$ cat src/logic/tpm_pkg.sv
package tpm_pkg;

  // ----------------------------------------------------------------------
  // Sizes
  // ----------------------------------------------------------------------
  localparam int NCH  = 3;
  localparam int NPIN = 3;
  localparam int NIRQ = 11;
  localparam int AW   = 12;

  // ----------------------------------------------------------------------
  // Address map: channels repeat at a fixed stride, shared block above
  // ----------------------------------------------------------------------
  localparam logic [AW-1:0] CH_STRIDE     = 12'h100;
  localparam logic [7:0]    OFS_PIO_EN    = 8'h00;
  localparam logic [7:0]    OFS_PIO_DIS   = 8'h04;
  localparam logic [7:0]    OFS_PIO_ST    = 8'h08;
  localparam logic [7:0]    OFS_OE_EN     = 8'h10;
  localparam logic [7:0]    OFS_OE_DIS    = 8'h14;
  localparam logic [7:0]    OFS_OE_ST     = 8'h18;
  localparam logic [7:0]    OFS_LVL_SET   = 8'h30;
  localparam logic [7:0]    OFS_LVL_CLR   = 8'h34;
  localparam logic [7:0]    OFS_LVL_ST    = 8'h38;
  localparam logic [7:0]    OFS_PIN_ST    = 8'h3C;
  localparam logic [7:0]    OFS_OD_EN     = 8'h40;
  localparam logic [7:0]    OFS_OD_DIS    = 8'h44;
  localparam logic [7:0]    OFS_OD_ST     = 8'h48;
  localparam logic [7:0]    OFS_CLK_EN    = 8'h50;
  localparam logic [7:0]    OFS_CLK_DIS   = 8'h54;
  localparam logic [7:0]    OFS_PWR_ST    = 8'h58;
  localparam logic [7:0]    OFS_CTRL      = 8'h60;
  localparam logic [7:0]    OFS_MODE      = 8'h64;
  localparam logic [7:0]    OFS_STATUS    = 8'h70;
  localparam logic [7:0]    OFS_IRQ_EN    = 8'h74;
  localparam logic [7:0]    OFS_IRQ_DIS   = 8'h78;
  localparam logic [7:0]    OFS_IRQ_MASK  = 8'h7C;
  localparam logic [7:0]    OFS_CNT       = 8'h80;
  localparam logic [7:0]    OFS_CC_A      = 8'h84;
  localparam logic [7:0]    OFS_CC_B      = 8'h88;
  localparam logic [7:0]    OFS_CMP_C     = 8'h8C;
  localparam logic [AW-1:0] OFS_BLK_CTRL  = 12'h300;
  localparam logic [AW-1:0] OFS_BLK_MODE  = 12'h304;
  localparam logic [AW-1:0] OFS_TST_CTRL  = 12'h400;
  localparam logic [AW-1:0] OFS_TST_MODE  = 12'h404;

  // ----------------------------------------------------------------------
  // Fields and reset values
  // ----------------------------------------------------------------------
  localparam int          PIN_LSB       = 16;
  localparam int          MODE_WAVE_BIT = 15;
  localparam int          PWR_BIT       = 0;
  localparam logic [2:0]  RST_PIO       = 3'h7;
  localparam logic [2:0]  RST_PINCFG    = 3'h0;
  localparam logic [31:0] RST_WORD      = 32'h0000_0000;
  localparam logic [15:0] RST_HALF      = 16'h0000;
  localparam logic [10:0] RST_IRQ       = 11'h000;

  // Flag bit positions in channel status, enable, disable and mask.
  localparam int IRQ_OVF = 0;
  localparam int IRQ_LOVR = 1;
  localparam int IRQ_CPA = 2;
  localparam int IRQ_CPB = 3;
  localparam int IRQ_CPC = 4;
  localparam int IRQ_LDA = 5;
  localparam int IRQ_LDB = 6;
  localparam int IRQ_ETRG = 7;
  localparam int IRQ_CLKP = 8;
  localparam int IRQ_WAP = 9;
  localparam int IRQ_WBP = 10;

  localparam logic [10:0] AVAIL_BOTH = 11'h791;
  localparam logic [10:0] AVAIL_CAPT = 11'h062;
  localparam logic [10:0] AVAIL_WAVE = 11'h00C;

  // ----------------------------------------------------------------------
  // Carriers from and toward the counter logic of one channel
  // ----------------------------------------------------------------------
  typedef struct packed {
    logic [7:0]  evt;
    logic [15:0] cnt;
    logic [2:0]  wave_lvl;
    logic [2:0]  wave_drv;
  } tpm_tmr_in_s;

  typedef struct packed {
    logic        ctl_stb;
    logic [31:0] ctl_data;
    logic [31:0] mode;
    logic [15:0] cc_a;
    logic [15:0] cc_b;
    logic [15:0] cmp_c;
    logic        clk_on;
    logic [2:0]  pin_lvl;
  } tpm_tmr_out_s;

endpackage

$ cat src/logic/tpm_pin_irq_map.sv
// Behaviour
// Eleven sources, set by enable, cleared by disable.
// Overflow, C, trigger, pin flags in both modes.
// Overrun and capture loads only in capture mode.
// Compare A and B only in waveform mode.
// Three pins per channel, owner chosen per pin.
// Each channel clock gated on its own.
// Three channels at 0x100 spaced bases.
// Shared block and test control and mode.
// Pio enable bits hand pins to plain I/O.
// Pio disable bits return pins to timer.
// Pio status shows owners, resets all ones.
// Output driver enable, disable, status, reset zero.
// Level set, clear, status and pin levels.
// Open drain enable, disable, status, reset zero.
// Clock enable, disable, power status reset zero.
// Compare registers A, B, C and counter read.
// Plain I/O wins over timer on a pin.
// Set drives level one, clear drives zero.
// Zero bits in strobe registers change nothing.
// Interrupt when flag set and mask bit one.
// Reserved offsets: writes ignored, reads zero.
`timescale 1ns/1ps

module tpm_pin_irq_map
  import tpm_pkg::*;
(
  // Clock and reset
  input  wire logic                         ref_clk_in,
  input  wire logic                         nrst_in,
  // APB slave
  input  wire logic                         psel_in,
  input  wire logic                         penable_in,
  input  wire logic                         pwrite_in,
  input  wire logic [AW-1:0]                paddr_in,
  input  wire logic [31:0]                  pwdata_in,
  output logic      [31:0]                  prdata_out,
  output logic                              pready_out,
  output logic                              pslverr_out,
  // Counter logic of each channel
  input  wire tpm_tmr_in_s  [NCH-1:0]       tmr_in,
  output tpm_tmr_out_s      [NCH-1:0]       tmr_out,
  output logic              [NCH-1:0]       irq_out,
  // Shared block and test controls
  output logic                              blk_ctl_stb_out,
  output logic      [31:0]                  blk_ctl_data_out,
  output logic      [31:0]                  blk_mode_out,
  output logic                              tst_ctl_stb_out,
  output logic      [31:0]                  tst_ctl_data_out,
  output logic      [31:0]                  tst_mode_out,
  // Timer pins, index 0 wave B, 1 wave A, 2 external clock
  input  wire logic [NCH-1:0][NPIN-1:0]     pin_in,
  output logic      [NCH-1:0][NPIN-1:0]     pin_out,
  output logic      [NCH-1:0][NPIN-1:0]     pin_oe_out
);

  // ----------------------------------------------------------------------
  // State
  // ----------------------------------------------------------------------
  typedef struct packed {
    logic [2:0]  pio;
    logic [2:0]  oe;
    logic [2:0]  od;
    logic [2:0]  lvl;
    logic [2:0]  s1;
    logic [2:0]  s2;
    logic [2:0]  prev;
    logic [2:0]  warm;
    logic        clk_on;
    logic [31:0] mode;
    logic [10:0] imr;
    logic [10:0] flags;
    logic [15:0] cc_a;
    logic [15:0] cc_b;
    logic [15:0] cmp_c;
    logic        ctl_stb;
    logic [31:0] ctl_data;
    logic        irq;
    logic [2:0]  pout;
    logic [2:0]  poe;
  } tpm_chan_s;

  typedef struct packed {
    tpm_chan_s [NCH-1:0] ch;
    logic                rdy;
    logic                slverr;
    logic [31:0]         rdata;
    logic [31:0]         bmode;
    logic [31:0]         tmode;
    logic                bctl_stb;
    logic [31:0]         bctl_data;
    logic                tctl_stb;
    logic [31:0]         tctl_data;
  } tpm_state_s;

  tpm_state_s st_r;
  tpm_state_s st_nxt;

  // ----------------------------------------------------------------------
  // Helpers
  // ----------------------------------------------------------------------
  function automatic logic [10:0] avail(input logic wave);
    avail = AVAIL_BOTH | (wave ? AVAIL_WAVE : AVAIL_CAPT);
  endfunction

  function automatic logic [2:0] pins_of(input logic [31:0] w);
    pins_of = w[PIN_LSB +: NPIN];
  endfunction

  function automatic logic [31:0] pins_word(input logic [2:0] p);
    pins_word = {13'h0000, p, 16'h0000};
  endfunction

  // ----------------------------------------------------------------------
  // Bus decode
  // ----------------------------------------------------------------------
  logic       acc;
  logic       wr;
  logic       rd_done;
  logic [3:0] ch_idx;
  logic [7:0] ofs;

  // A transfer completes on the second access cycle, when pready is high.
  assign acc     = psel_in & penable_in & st_r.rdy;
  assign wr      = acc & pwrite_in;
  assign rd_done = acc & ~pwrite_in;
  assign ch_idx  = paddr_in[11:8];
  assign ofs     = paddr_in[7:0];

  // ----------------------------------------------------------------------
  // Read multiplexer
  // ----------------------------------------------------------------------
  logic [31:0] rd_mux;

  always_comb begin
    rd_mux = RST_WORD;
    if (ch_idx < 4'(NCH)) begin
      for (int c = 0; c < NCH; c++) begin
        if (ch_idx == 4'(c)) begin
          unique case (ofs)
            OFS_PIO_ST:   rd_mux = pins_word(st_r.ch[c].pio);
            OFS_OE_ST:    rd_mux = pins_word(st_r.ch[c].oe);
            OFS_LVL_ST:   rd_mux = pins_word(st_r.ch[c].lvl);
            OFS_PIN_ST:   rd_mux = pins_word(st_r.ch[c].s2);
            OFS_OD_ST:    rd_mux = pins_word(st_r.ch[c].od);
            OFS_PWR_ST:   rd_mux = {31'h0000_0000, st_r.ch[c].clk_on};
            OFS_MODE:     rd_mux = st_r.ch[c].mode;
            OFS_STATUS:   rd_mux = {21'h00_0000, st_r.ch[c].flags};
            OFS_IRQ_MASK: rd_mux = {21'h00_0000, st_r.ch[c].imr};
            OFS_CNT:      rd_mux = {16'h0000, tmr_in[c].cnt};
            OFS_CC_A:     rd_mux = {16'h0000, st_r.ch[c].cc_a};
            OFS_CC_B:     rd_mux = {16'h0000, st_r.ch[c].cc_b};
            OFS_CMP_C:    rd_mux = {16'h0000, st_r.ch[c].cmp_c};
            default:      rd_mux = RST_WORD;
          endcase
        end
      end
    end else if (paddr_in == OFS_BLK_MODE) begin
      rd_mux = st_r.bmode;
    end else if (paddr_in == OFS_TST_MODE) begin
      rd_mux = st_r.tmode;
    end
  end

  // ----------------------------------------------------------------------
  // Next state
  // ----------------------------------------------------------------------
  always_comb begin
    logic        hit;
    logic        wave;
    logic [2:0]  wp;
    logic [2:0]  chg;
    logic [10:0] evt;
    logic [10:0] clr;
    logic [2:0]  own_lvl;
    logic [2:0]  own_drv;
    hit     = 1'b0;
    wave    = 1'b0;
    wp      = pins_of(pwdata_in);
    chg     = 3'h0;
    evt     = RST_IRQ;
    clr     = RST_IRQ;
    own_lvl = 3'h0;
    own_drv = 3'h0;
    st_nxt  = st_r;

    // One wait state keeps every bus output straight from a flip-flop.
    st_nxt.rdy    = psel_in & penable_in & ~st_r.rdy;
    st_nxt.slverr = 1'b0;
    if (psel_in & penable_in & ~st_r.rdy) begin
      st_nxt.rdata = rd_mux;
    end

    st_nxt.bctl_stb = 1'b0;
    st_nxt.tctl_stb = 1'b0;
    if (wr) begin
      unique case (paddr_in)
        OFS_BLK_CTRL: begin
          st_nxt.bctl_stb  = 1'b1;
          st_nxt.bctl_data = pwdata_in;
        end
        OFS_BLK_MODE: st_nxt.bmode = pwdata_in;
        OFS_TST_CTRL: begin
          st_nxt.tctl_stb  = 1'b1;
          st_nxt.tctl_data = pwdata_in;
        end
        OFS_TST_MODE: st_nxt.tmode = pwdata_in;
        default: ;
      endcase
    end

    for (int c = 0; c < NCH; c++) begin
      hit = wr && (ch_idx == 4'(c));
      st_nxt.ch[c].ctl_stb = 1'b0;

      // Pins pass two flip-flops; only the second feeds any logic.
      st_nxt.ch[c].s1   = pin_in[c];
      st_nxt.ch[c].s2   = st_r.ch[c].s1;
      st_nxt.ch[c].prev = st_r.ch[c].s2;
      st_nxt.ch[c].warm = {st_r.ch[c].warm[1:0], 1'b1};
      // The detector stays blind until both compared flops hold real pin levels,
      // so leaving reset never fakes a pin event.
      chg = (st_r.ch[c].s2 ^ st_r.ch[c].prev) & {NPIN{st_r.ch[c].warm[2]}};

      // Only bits written as one act on the strobe registers.
      if (hit) begin
        unique case (ofs)
          OFS_PIO_EN:  st_nxt.ch[c].pio = st_r.ch[c].pio | wp;
          OFS_PIO_DIS: st_nxt.ch[c].pio = st_r.ch[c].pio & ~wp;
          OFS_OE_EN:   st_nxt.ch[c].oe  = st_r.ch[c].oe | wp;
          OFS_OE_DIS:  st_nxt.ch[c].oe  = st_r.ch[c].oe & ~wp;
          OFS_LVL_SET: st_nxt.ch[c].lvl = st_r.ch[c].lvl | wp;
          OFS_LVL_CLR: st_nxt.ch[c].lvl = st_r.ch[c].lvl & ~wp;
          OFS_OD_EN:   st_nxt.ch[c].od  = st_r.ch[c].od | wp;
          OFS_OD_DIS:  st_nxt.ch[c].od  = st_r.ch[c].od & ~wp;
          OFS_CLK_EN:  st_nxt.ch[c].clk_on = st_r.ch[c].clk_on | pwdata_in[PWR_BIT];
          OFS_CLK_DIS: st_nxt.ch[c].clk_on = st_r.ch[c].clk_on & ~pwdata_in[PWR_BIT];
          OFS_CTRL: begin
            st_nxt.ch[c].ctl_stb  = 1'b1;
            st_nxt.ch[c].ctl_data = pwdata_in;
          end
          OFS_MODE:    st_nxt.ch[c].mode  = pwdata_in;
          OFS_IRQ_EN:  st_nxt.ch[c].imr   = st_r.ch[c].imr | pwdata_in[NIRQ-1:0];
          OFS_IRQ_DIS: st_nxt.ch[c].imr   = st_r.ch[c].imr & ~pwdata_in[NIRQ-1:0];
          OFS_CC_A:    st_nxt.ch[c].cc_a  = pwdata_in[15:0];
          OFS_CC_B:    st_nxt.ch[c].cc_b  = pwdata_in[15:0];
          OFS_CMP_C:   st_nxt.ch[c].cmp_c = pwdata_in[15:0];
          default: ;
        endcase
      end

      // Events outside the current mode never reach the flags.
      wave = st_r.ch[c].mode[MODE_WAVE_BIT];
      evt  = {chg[0], chg[1], chg[2], tmr_in[c].evt} & avail(wave);
      if (rd_done && (ch_idx == 4'(c)) && (ofs == OFS_STATUS)) begin
        clr = {NIRQ{1'b1}};
      end else begin
        clr = RST_IRQ;
      end
      // A new event in the clearing read's cycle survives the clear.
      st_nxt.ch[c].flags = (st_r.ch[c].flags & ~clr) | evt;
      if (evt[IRQ_LDA]) begin
        st_nxt.ch[c].cc_a = tmr_in[c].cnt;
      end
      if (evt[IRQ_LDB]) begin
        st_nxt.ch[c].cc_b = tmr_in[c].cnt;
      end

      st_nxt.ch[c].irq = |(st_nxt.ch[c].flags & st_nxt.ch[c].imr);

      // Plain I/O owns a pin outright; the timer drives only the rest.
      for (int p = 0; p < NPIN; p++) begin
        own_lvl[p] = st_r.ch[c].pio[p] ? st_r.ch[c].lvl[p] : tmr_in[c].wave_lvl[p];
        own_drv[p] = st_r.ch[c].pio[p] ? st_r.ch[c].oe[p]  : tmr_in[c].wave_drv[p];
      end
      // An open-drain pin only ever pulls low.
      st_nxt.ch[c].pout = own_lvl & ~st_r.ch[c].od;
      st_nxt.ch[c].poe  = own_drv & (~st_r.ch[c].od | ~own_lvl);
    end
  end

  // ----------------------------------------------------------------------
  // Registers
  // ----------------------------------------------------------------------
  always_ff @(posedge ref_clk_in or negedge nrst_in) begin
    if (!nrst_in) begin
      st_r           <= '0;
      for (int c = 0; c < NCH; c++) begin
        st_r.ch[c].pio <= RST_PIO;
      end
    end else begin
      st_r <= st_nxt;
    end
  end

  // ----------------------------------------------------------------------
  // Outputs
  // ----------------------------------------------------------------------
  assign prdata_out       = st_r.rdata;
  assign pready_out       = st_r.rdy;
  assign pslverr_out      = st_r.slverr;
  assign blk_ctl_stb_out  = st_r.bctl_stb;
  assign blk_ctl_data_out = st_r.bctl_data;
  assign blk_mode_out     = st_r.bmode;
  assign tst_ctl_stb_out  = st_r.tctl_stb;
  assign tst_ctl_data_out = st_r.tctl_data;
  assign tst_mode_out     = st_r.tmode;

  for (genvar c = 0; c < NCH; c++) begin : g_out
    assign irq_out[c]          = st_r.ch[c].irq;
    assign pin_out[c]          = st_r.ch[c].pout;
    assign pin_oe_out[c]       = st_r.ch[c].poe;
    assign tmr_out[c].ctl_stb  = st_r.ch[c].ctl_stb;
    assign tmr_out[c].ctl_data = st_r.ch[c].ctl_data;
    assign tmr_out[c].mode     = st_r.ch[c].mode;
    assign tmr_out[c].cc_a     = st_r.ch[c].cc_a;
    assign tmr_out[c].cc_b     = st_r.ch[c].cc_b;
    assign tmr_out[c].cmp_c    = st_r.ch[c].cmp_c;
    assign tmr_out[c].clk_on   = st_r.ch[c].clk_on;
    assign tmr_out[c].pin_lvl  = st_r.ch[c].s2;
  end

  logic ch0_wr;
  assign ch0_wr = wr && (ch_idx == 4'h0);
endmodule // tpm_pin_irq_map

$ cat config.mk
export PLATFORM = sky130hd
export DESIGN_NAME = tpm_pin_irq_map
export DESIGN_NICKNAME = d
export VERILOG_FILES = /design/src/logic/tpm_pkg.sv /design/src/logic/tpm_pin_irq_map.sv
export SDC_FILE = /design/constraint.sdc
export NUM_CORES = 1
export LEC_CHECK = 0
export ABC_AREA = 1
export BUFFER_PORTS_ARGS = -buffer_cell sky130_fd_sc_hd__clkbuf_2
export CAP_MARGIN = 20
export CORE_AREA = 8 8 262 264
export CTS_BUF_LIST = sky130_fd_sc_hd__clkbuf_16
export CTS_CLUSTER_SIZE = 24
export DETAILED_ROUTE_END_ITERATION = 7
export DIE_AREA = 0 0 270 272
export GPL_TIMING_DRIVEN = 0
export HOLD_SLACK_MARGIN = 0.12
export PLACE_DENSITY_LB_ADDON = 0.15
export SYNTH_ARGS = -nofsm -noshare
export SYNTH_HDL_FRONTEND = slang
export SYNTH_SLANG_ARGS = --single-unit
$ cat constraint.sdc
create_clock -name ref_clk_in -period 5.1 [get_ports ref_clk_in]
set_input_delay 1.02 -clock ref_clk_in [delete_from_list [all_inputs] [get_ports ref_clk_in]]
set_output_delay 1.02 -clock ref_clk_in [all_outputs]
set_load 0.03 [all_outputs]
; Yosys cells after proc, flatten, opt, wreduce, memory -nomap -nowiden
; Cells that the tools add are included.
[op_classes]
mux = 74
n_eq_ne = 31
magnitude_cmp = 1
n_reduce_logical = 65
n_bitwise = 82
[op_table]
columns = cell, count
row1 = 32-bit one-hot mux with 13 select lines, 3
row2 = 81-bit 2-to-1 mux, 3
row3 = 32-bit 2-to-1 mux, 6
row4 = 16-bit 2-to-1 mux, 11
row5 = 33-bit 2-to-1 mux, 5
row6 = 11-bit AND, 12
row7 = 8-bit by 7-bit == test with 1-bit output (second input constant), 12
row8 = 3-bit one-hot mux with 2 select lines, 12
row9 = 2-bit AND reduction, 34
row10 = 11-bit 2-to-1 mux, 6
row11 = 66-bit 2-to-1 mux, 1
row12 = 11-bit bitwise OR, 6
row13 = 11-bit one-hot mux with 2 select lines, 3
row14 = 3-bit AND, 21
row15 = 3-bit bitwise OR, 15
row16 = 11-bit NOT, 4
row17 = 2-bit nonzero test, 17
row18 = 11-bit OR reduction, 3
row19 = 8-bit by 6-bit == test with 1-bit output (second input constant), 4
row20 = 8-bit == test (second input constant), 4
row21 = 12-bit by 10-bit == test with 1-bit output (second input constant), 2
row22 = 12-bit by 11-bit == test with 1-bit output (second input constant), 2
row23 = 8-bit by 5-bit == test with 1-bit output (second input constant), 3
row24 = 7-bit 2-to-1 mux, 3
row25 = 15 further kinds, 61
[totals]
out_inout_bits = 536
word_cells = 321
inputBits = 148
reg_bits = 664

; Longest topological paths before layout
; Gate-level depths: netlist (run 1).
[depth]
ltp_word = 11
mapped_depth = 14
ltp_nobuf = 13

; Least setup slack after synthesis (run 1)
; Ideal clock, no wire load.
[synth_path]
path_kind = in2reg
start = input port paddr_in[11]
end = register st_r (netlist bit tmr_out[137])
arrival_ns = 2.227
setup_slack_ns = 2.735
cell_stages = 10
path_buffers = 2
required_ns = 4.962
setup_time_ns = 0.138
cell_sequence = inv_1 nand2_2 nor2_2 nand2_1 buf_2 o21ai_4 inv_2 buf_2 nand2_1 o221ai_1
[synth_between]
elab_chain_len = 4
[synth_lines]
columns = item, line
row1 = "start, declared", tpm_pin_irq_map.sv:35  ; input wire logic [AW-1:0] paddr_in,
row2 = 4-bit by 1-bit == test with 1-bit output, tpm_pin_irq_map.sv:213  ; hit = wr && (ch_idx == 4'(c));
row3 = 1-bit logical AND, tpm_pin_irq_map.sv:213
row4 = 2-bit nonzero test (no source line), --
row5 = 2-bit AND reduction (no source line), --
row6 = "end signal, assigned", tpm_pin_irq_map.sv:292  ; st_r <= st_nxt;
row7 = "end, declared", tpm_pin_irq_map.sv:96  ; tpm_state_s st_r;
; Every way passes these cells.
; A chain may end at the register's enable or synchronous reset.

; Final worst setup path (run 1)
[layout_path]
start = input port paddr_in[0]
end = register st_r (netlist bit prdata_out[1])
[layout_between]
elab_chain_len = 6
word_cells_on_any_way = 24
classes_between = 15 x eq/ne / 9 x mux
[layout_lines]
columns = item, line
row1 = "8-bit == test, or another cell as far along", tpm_pin_irq_map.sv:140  ; unique case (ofs)
row2 = 32-bit one-hot mux with 13 select lines, tpm_pin_irq_map.sv:140
row3 = 32-bit 2-to-1 mux (3 in a row), tpm_pin_irq_map.sv:139  ; if (ch_idx == 4'(c)) begin
row4 = 32-bit 2-to-1 mux *, tpm_pin_irq_map.sv:137  ; if (ch_idx < 4'(NCH)) begin
; Every way passes the cells marked *; elsewhere a longest branch is shown, timed or not.

==> reports/results.ini, run 1 <==
[floorplanning]
die-area_um2 = 73400
ios = 684
start_util_pct = 51.4
core_area_um2 = 64800
die_x_um = 270
rows = 94
fp.dieH_um = 272

[synth]
synthCells = 4091
synth_seq_cells = 658
avgSynthCellArea_um2 = 8.14
synth_area_um2 = 33300
synth_nets = 4239
ys_seq_area_share_pct = 49.5
ys_types = 39
ys_warn_count = 0

[global_routing]
grt_pass1_vias = 32132
grtUsageMet2_pct = 63.2
grt_usage_pct = 41.0
grt_overflow = 0
met3_usage_pct = 12.4
antenna_found_initial = 15
met1_usage_pct = 50.5
grt_max_degree = 110
top_usage_layer = met2
grt_pass1_wl_um = 223000

[clocking]
cts_sinks = 658
clk_pin_slew_ns = 0.06
clock_latency_ns = 0.63
cts-root-buf = clkbuf_16
numCtsBuffers = 74
post_cts_buffers = 0
cts-resized-gates = 0
ctsLongestPathBuffers = 3
tritoncts = yes
cts_max_level = 3
holdBufCountCts = 0

[sta]
finalClockSkew_ns = 0.0168
rsz0062_at_grt = no
fmax_mhz = 283
slew_headroom_pct = 33.0
maxSlewViolCount = 0
tns_ns = 0
worstMarginPinSlew_ns = 0.994
fin_crit_ns = 3.53
post-route-period-util_pct = 69.2
setup_viol = 0
setup_slack_ns = 1.57
hold_viol_final = 0

[worst_setup_path]
end_kind = flip-flop
r2r_cells = 8
cp.required_ns = 5.66
cp_slowest_cell = nor2_1
worst-endpoint-arrival_ns = 4.09
path_cells = clkbuf_2 -> inv_1 -> nand2_1 -> nor2_1 -> buf_2 -> buf_2 -> nand3_1 -> o21ai_0 -> nor2_1 -> nand2_1 -> nand2_1 -> nand3_1 -> nor2_1 -> nor2_1
crit_type = primary input to flip-flop
max_stage_delay_ns = 0.71
critical_path.max_fanout = 10
cp_common_cell = nor2_1
cp-start-kind = primary input

[pwr]
p_switching_mw = 3.30
ir_worst_vdd_uv = 221
clkPwrFrac_pct = 45.5
p_leak_nw = 21.6
power_frac_comb_pct = 9.6
pwr-share-seq_pct = 44.9
intPower_mw = 8.87
p_per_area_nw_per_um2 = 301
switching_share_pct = 27.1

[drt]
totalWireLength_um = 156000
drtPass1Iterations = 6
num_vias = 33008
via_per_inst = 5.70
drc = 0
wire_per_inst_um = 26.9
drt_iter0_drc = 4112
ant_nets = 0

[placed_design]
numPortBuffers = 682
place_hpwl_um = 121000
placed_area_um2 = 38000
dp.cells = 5643
gp_congestion = 1.09
dp_worst_setup_slack_ns = 0.994

[cells_and_area]
finalNetCount = 5004
drive_above_1_share_pct = 29.6
final_cells = 5791
synthToLayoutAreaGrowth_pct = 21.5
post-route-cell-area_um2 = 40500

[run_status]
status = finished clean

[worst_hold_path]
hp-class = flip-flop to flip-flop
min_path_cells = 0

[job]
drv_cap = 0

==> final cells by class <==
type                            count  area (um2)
Tap cell                          864        1080
Antenna cell                       16        40.0
Timing Repair Buffer              689        3590
Inverter                          233         875
Clock buffer                       75        1880
Buffer                            738        4870
Fill cell                        5969       24300
Clock inverter                     56         554
Multi-Input combinational cell   2462       11100
Sequential cell                   658       16500
==> cell usage after synthesis (all sizes together) <==
master  count  area, um2
a21o        1       7.51
a21oi      13       65.1
a22o        2       17.5
a22oi      17        128
a31oi       3       18.8
a41oi       4       35.0
buf       600       4350
clkbuf    138        518
clkinv      5       18.8
conb        2       7.51
dfrtp     649      16200
dfstp       9        236
inv       228        856
mux2i       3       30.0
nand2    1111       4190
nand3     340       1710
nand4      11       68.8
nor2      267       1080
nor3        5       25.0
o211ai     21        158
o21ai     595       3000
o21bai      4       30.0
o221ai     46        403
o22a        1       8.76
o311ai      2       17.5
o31ai       4       30.0
or2         6       37.5
xor2        4       35.0
==> path summary, 6_finish.rpt <==
check | end | slack, ns | from
setup / recovery | prdata_out[1]$_DFFE_PN0P_ | 1.57 | paddr_in[0]
hold reg to reg | tmr_out[235]$_DFF_PN0_ | 0.34 | st_nxt[648]$_DFF_PN0_
max in group asynchronous | blk_ctl_data_out[7]$_DFFE_PN0P_ | 3.22 | nrst_in
min in group asynchronous | pin_oe_out[6]$_DFF_PN0_ | 0.40 | nrst_in
hold / removal | tmr_out[235]$_DFF_PN0_ | 0.34 | st_nxt[648]$_DFF_PN0_
setup reg to reg | tmr_out[88]$_DFFE_PN0P_ | 1.98 | pready_out$_DFF_PN0_
==> routing by layer <==
layer / vias up / part of all wire [%]
met3: 520 / 12
met4: 6 / 7.2
met2: 2250 / 44
met5: - / 0.021
li1: 14256 / -
met1: 15976 / 37
==> kinds of logic after synthesis <==
family,after synthesis,synth area share [%]
buffers and inverters,971,17.2
other,2,0.0225
and+or+nand+nor,1740,21.3
muxes,3,0.0901
xor gates and xnor gates,4,0.105
DFF,658,49.5
AOI/OAI and AO/OA,713,11.8
==> metrics by stage <==
step,util [%],hold WS [ns],power [mW]
after floorplan,-,0.331,6.12
after global placement,58.3,0.333,6.69
after detailed placement,58.6,0.335,6.70
after CTS,62.4,0.347,12.1
after global routing,62.4,0.351,12.4
final,62.4,0.344,12.2
==> flip-flops by register name (all words and copies together) (netlist names), 11 cells and up, named ones only <==
register          count
prdata_out           32
tst_mode_out         32
st_r                 76
blk_mode_out         32
blk_ctl_data_out     32
tmr_out             348
st_nxt               11
tst_ctl_data_out     32
==> cell usage in the layout, fill, tap and decap left out, types with 5 or more instances in the layout <==
master and n:
diode_2 16, clkbuf_16 75, inv_2 17, dfstp_2 9, bufinv_16 10, o21ai_0 513
nand2_1 1105, inv_1 224, dfrtp_1 649, buf_4 535, or2_2 6, buf_2 59
nand3_1 338, o211ai_1 21, buf_16 6, nor2_4 6, nand2_2 6, clkinv_2 10
a22oi_1 17, nor3_1 5, nor2_1 247, a21oi_1 13, clkbuf_2 681, clkinv_1 19
o221ai_1 46, o21ai_1 79, clkbuf_1 138, nor2_2 14, nand4_1 11
==> power groups by stage <==
stage | sequential, mW | clock, mW | combinational [mW]
after global placement | 5.56 | 0 | 1.13
after detailed placement | 5.55 | 0 | 1.15
after floorplan | 5.49 | 0 | 0.634
after CTS | 5.46 | 5.52 | 1.15
final | 5.47 | 5.54 | 1.17
after global routing | 5.47 | 5.75 | 1.23
==> critical path: cells and delay by family <==
kind / cells / cell delay [ns]
simple gates: 9 / 1.57
buf+inv: 4 / 1.07
compound gates: 1 / 0.41
No activity file was read; power rests on OpenSTA's default activity.
==> inputs of run 2 (changes only) <==
--- a/config.mk
+++ b/config.mk
@@ -8,11 +8,11 @@
 export ABC_AREA = 1
 export BUFFER_PORTS_ARGS = -buffer_cell sky130_fd_sc_hd__clkbuf_2
 export CAP_MARGIN = 20
-export CORE_AREA = 8 8 262 264
+export CORE_MARGIN = 8
+export CORE_UTILIZATION = 50
 export CTS_BUF_LIST = sky130_fd_sc_hd__clkbuf_16
 export CTS_CLUSTER_SIZE = 24
 export DETAILED_ROUTE_END_ITERATION = 7
-export DIE_AREA = 0 0 270 272
 export GPL_TIMING_DRIVEN = 0
 export HOLD_SLACK_MARGIN = 0.12
 export PLACE_DENSITY_LB_ADDON = 0.15
==> constraint.sdc (replaced) <==
create_clock -name ref_clk_in -period 3 [get_ports ref_clk_in]
set_input_delay 0.6 -clock ref_clk_in [delete_from_list [all_inputs] [get_ports ref_clk_in]]
set_output_delay 0.6 -clock ref_clk_in [all_outputs]
set_load 0.03 [all_outputs]
==> run 2 against run 1 <==
Compared with the run above:
- the run now ends with design-rule violations, negative setup slack left
- non-clock buffer count grew 10
- sequential power increased by 70%
- clock skew up 0.0067 ns
- die area rose by 2.3%
- critical endpoint is now prdata_out[0]$_DFFE_PN0P_
==> reports/results.ini, run 2 (synthesis results as in run 1) <==
[run_status]
status = complete, but fails checks
violations = design-rule violations, negative setup slack

[drt]
drc = 3  ; +3
ant_nets = 0  ; unchanged
wire_per_inst_um = 27.3  ; +1.6%
num_vias = 32864  ; -0.44%
via_per_inst = 5.67  ; -0.59%
totalWireLength_um = 158000  ; +1.7%
drtPass1Iterations = 8  ; +2
drt_iter0_drc = 4177  ; +1.6%

[floorplanning]
die_x_um = 274  ; +1.5%
ios = 684  ; unchanged
die-area_um2 = 75200  ; +2.3%
rows = 94  ; unchanged
core_area_um2 = 65900  ; +1.6%
fp.dieH_um = 274  ; +0.78%
start_util_pct = 50.6  ; -0.83 points

[worst_setup_path]
cp.required_ns = 3.56  ; -2.10 ns
cp-start-kind = primary input
r2r_cells = 10  ; +2
crit_type = primary input to flip-flop
end_kind = flip-flop
critical_path.max_fanout = 10  ; unchanged
worst-endpoint-arrival_ns = 3.70  ; -0.39 ns
r2r_slack_ns = 0.18  ; -1.80 ns

[pwr]
ir_worst_vdd_uv = 383  ; +73%
p_leak_nw = 21.7  ; +0.18%
p_per_area_nw_per_um2 = 505  ; +68%
p_total_mw = 20.5  ; +68%

[placed_design]
numPortBuffers = 682  ; unchanged
gp_congestion = 1.08  ; -0.83%
dp_worst_setup_slack_ns = -0.710  ; -1.70 ns
place_hpwl_um = 123000  ; +1.6%
dp.cells = 5644  ; +0.018%
placed_area_um2 = 38000  ; about the same

[sta]
fin_crit_ns = 3.14
setup_viol = 1  ; +1
post-route-period-util_pct = 105
setup_slack_ns = -0.135  ; -1.71 ns
maxSlewViolCount = 0  ; unchanged
fmax_mhz = 319
rsz0062_at_grt = no
hold_viol_final = 0  ; unchanged
worstMarginPinSlew_ns = 1.04  ; +0.0490 ns
finalClockSkew_ns = 0.0235  ; +0.00669 ns
slew_headroom_pct = 30.5  ; -2.6 points

[cells_and_area]
finalNetCount = 5014  ; +0.20%
final_cells = 5800  ; +0.16%
final_common_cell = nand2_1
final_cell_mix = nand2_1, clkbuf_2, dfrtp_1, buf_4, o21ai_0
synthToLayoutAreaGrowth_pct = 21.7
largest_reg_flops = 348  ; unchanged
drive_above_1_share_pct = 29.5  ; -0.096 points
post-route-cell-area_um2 = 40600  ; +0.21%

[global_routing]
antenna_found_initial = 17  ; +2
grt_max_degree = 109  ; -0.91%
grt_overflow = 0  ; unchanged
grt_usage_pct = 40.8  ; -0.19 points
grt_pass1_wl_um = 223000  ; about the same
grt_pass1_vias = 31882  ; -0.78%

[worst_hold_path]
hp-class = primary input to flip-flop
min_path_cells = 2  ; +2

[clocking]
clk_pin_slew_ns = 0.06  ; about the same
cts_max_level = 3  ; unchanged
ctsLongestPathBuffers = 3  ; unchanged
clock_latency_ns = 0.63  ; about the same
cts-root-buf = clkbuf_16
numCtsBuffers = 74  ; unchanged
tritoncts = yes
cts_sinks = 658  ; unchanged

[job]
drv_cap = 0  ; unchanged

## run 2: changes by cell type in the layout (fill, tap and decap cells not counted), sizes merged, moves of 2 or more
cell         previous run  this run
dlygate4sd3             0        10
diode                  16         9
bufinv                 10         6
clkinvlp                2         6
inv                   244       247
clkbuf                896       898
## run 2: power by group
part	switching, mW	internal (mW)	total, mW
Clock	3.96	5.24	9.20
Sequential	0.211	9.07	9.28
Combinational	1.40	0.603	2.00
## run 2: through the flow
| stage | setup TNS [ns] | hold WS (ns) | utilization [%] |
|---|---|---|---|
| CTS | 0 | 0.192 | 61.5 |
| global placement | -9597.73 | 0.332 | 57.4 |
| finish | -0.135 | 0.210 | 61.6 |
| global route | 0 | 0.220 | 61.5 |
| detailed placement | -59.81 | 0.335 | 57.7 |
| floorplan | 0 | 0.304 | - |
## run 2: cell type report
class	count	area [um2]
clock buffers	78	1950
flip-flops and latches	658	16500
clock inverters	59	474
plain buffers	738	4870
fillers	6089	25300
diodes	9	22.5
repair buffers	699	3690
well taps	864	1080
multi-input cells	2462	11100
inverters	233	875
## run 2: critical path, stage by stage
cell and delay [ns]:
clkbuf_2 0.13, inv_1 0.10, nand2_1 0.09, nor2_2 0.46
buf_2 0.42, nand2_1 0.46, o21ai_0 0.74, nor2_1 0.18
nand2_1 0.10, nand2_1 0.05, nand3_1 0.21, nor2_1 0.06
nor2_1 0.08
## run 2: path summary, 6_finish.rpt
check,startpoint,end
setup / recovery,paddr_in[4],prdata_out[0]$_DFFE_PN0P_
hold / removal,tmr_in[26],st_r[256]$_DFF_PN0_
setup reg to reg,pready_out$_DFF_PN0_,irq_out[1]$_DFF_PN0_
hold reg to reg,st_nxt[649]$_DFF_PN0_,tmr_out[236]$_DFF_PN0_
max in group asynchronous,nrst_in,tmr_out[93]$_DFFE_PN0P_
min in group asynchronous,nrst_in,pin_out[4]$_DFF_PN0_
## run 2: repair_timing
item | 4_1_cts | 5_1_grt
hold endpoints to repair | 84 | 0
endpoints found under the setup margin | 10 | 20
hold buffers | 10 | 0
setup buffers | 0 | 0
resized for setup | 1 | 5
## run 2: per-layer routing
metal | wire length, um | global-route usage (%) | up-vias | part of all wire [%]
li1 | - | - | 14285 | -
met1 | 58600 | 50.7 | 15895 | 37
met2 | 70200 | 62.9 | 2171 | 44
met3 | 18000 | 11.8 | 495 | 11
met4 | 11300 | 24.3 | 18 | 7.1
met5 | 112 | 0 | - | 0.071
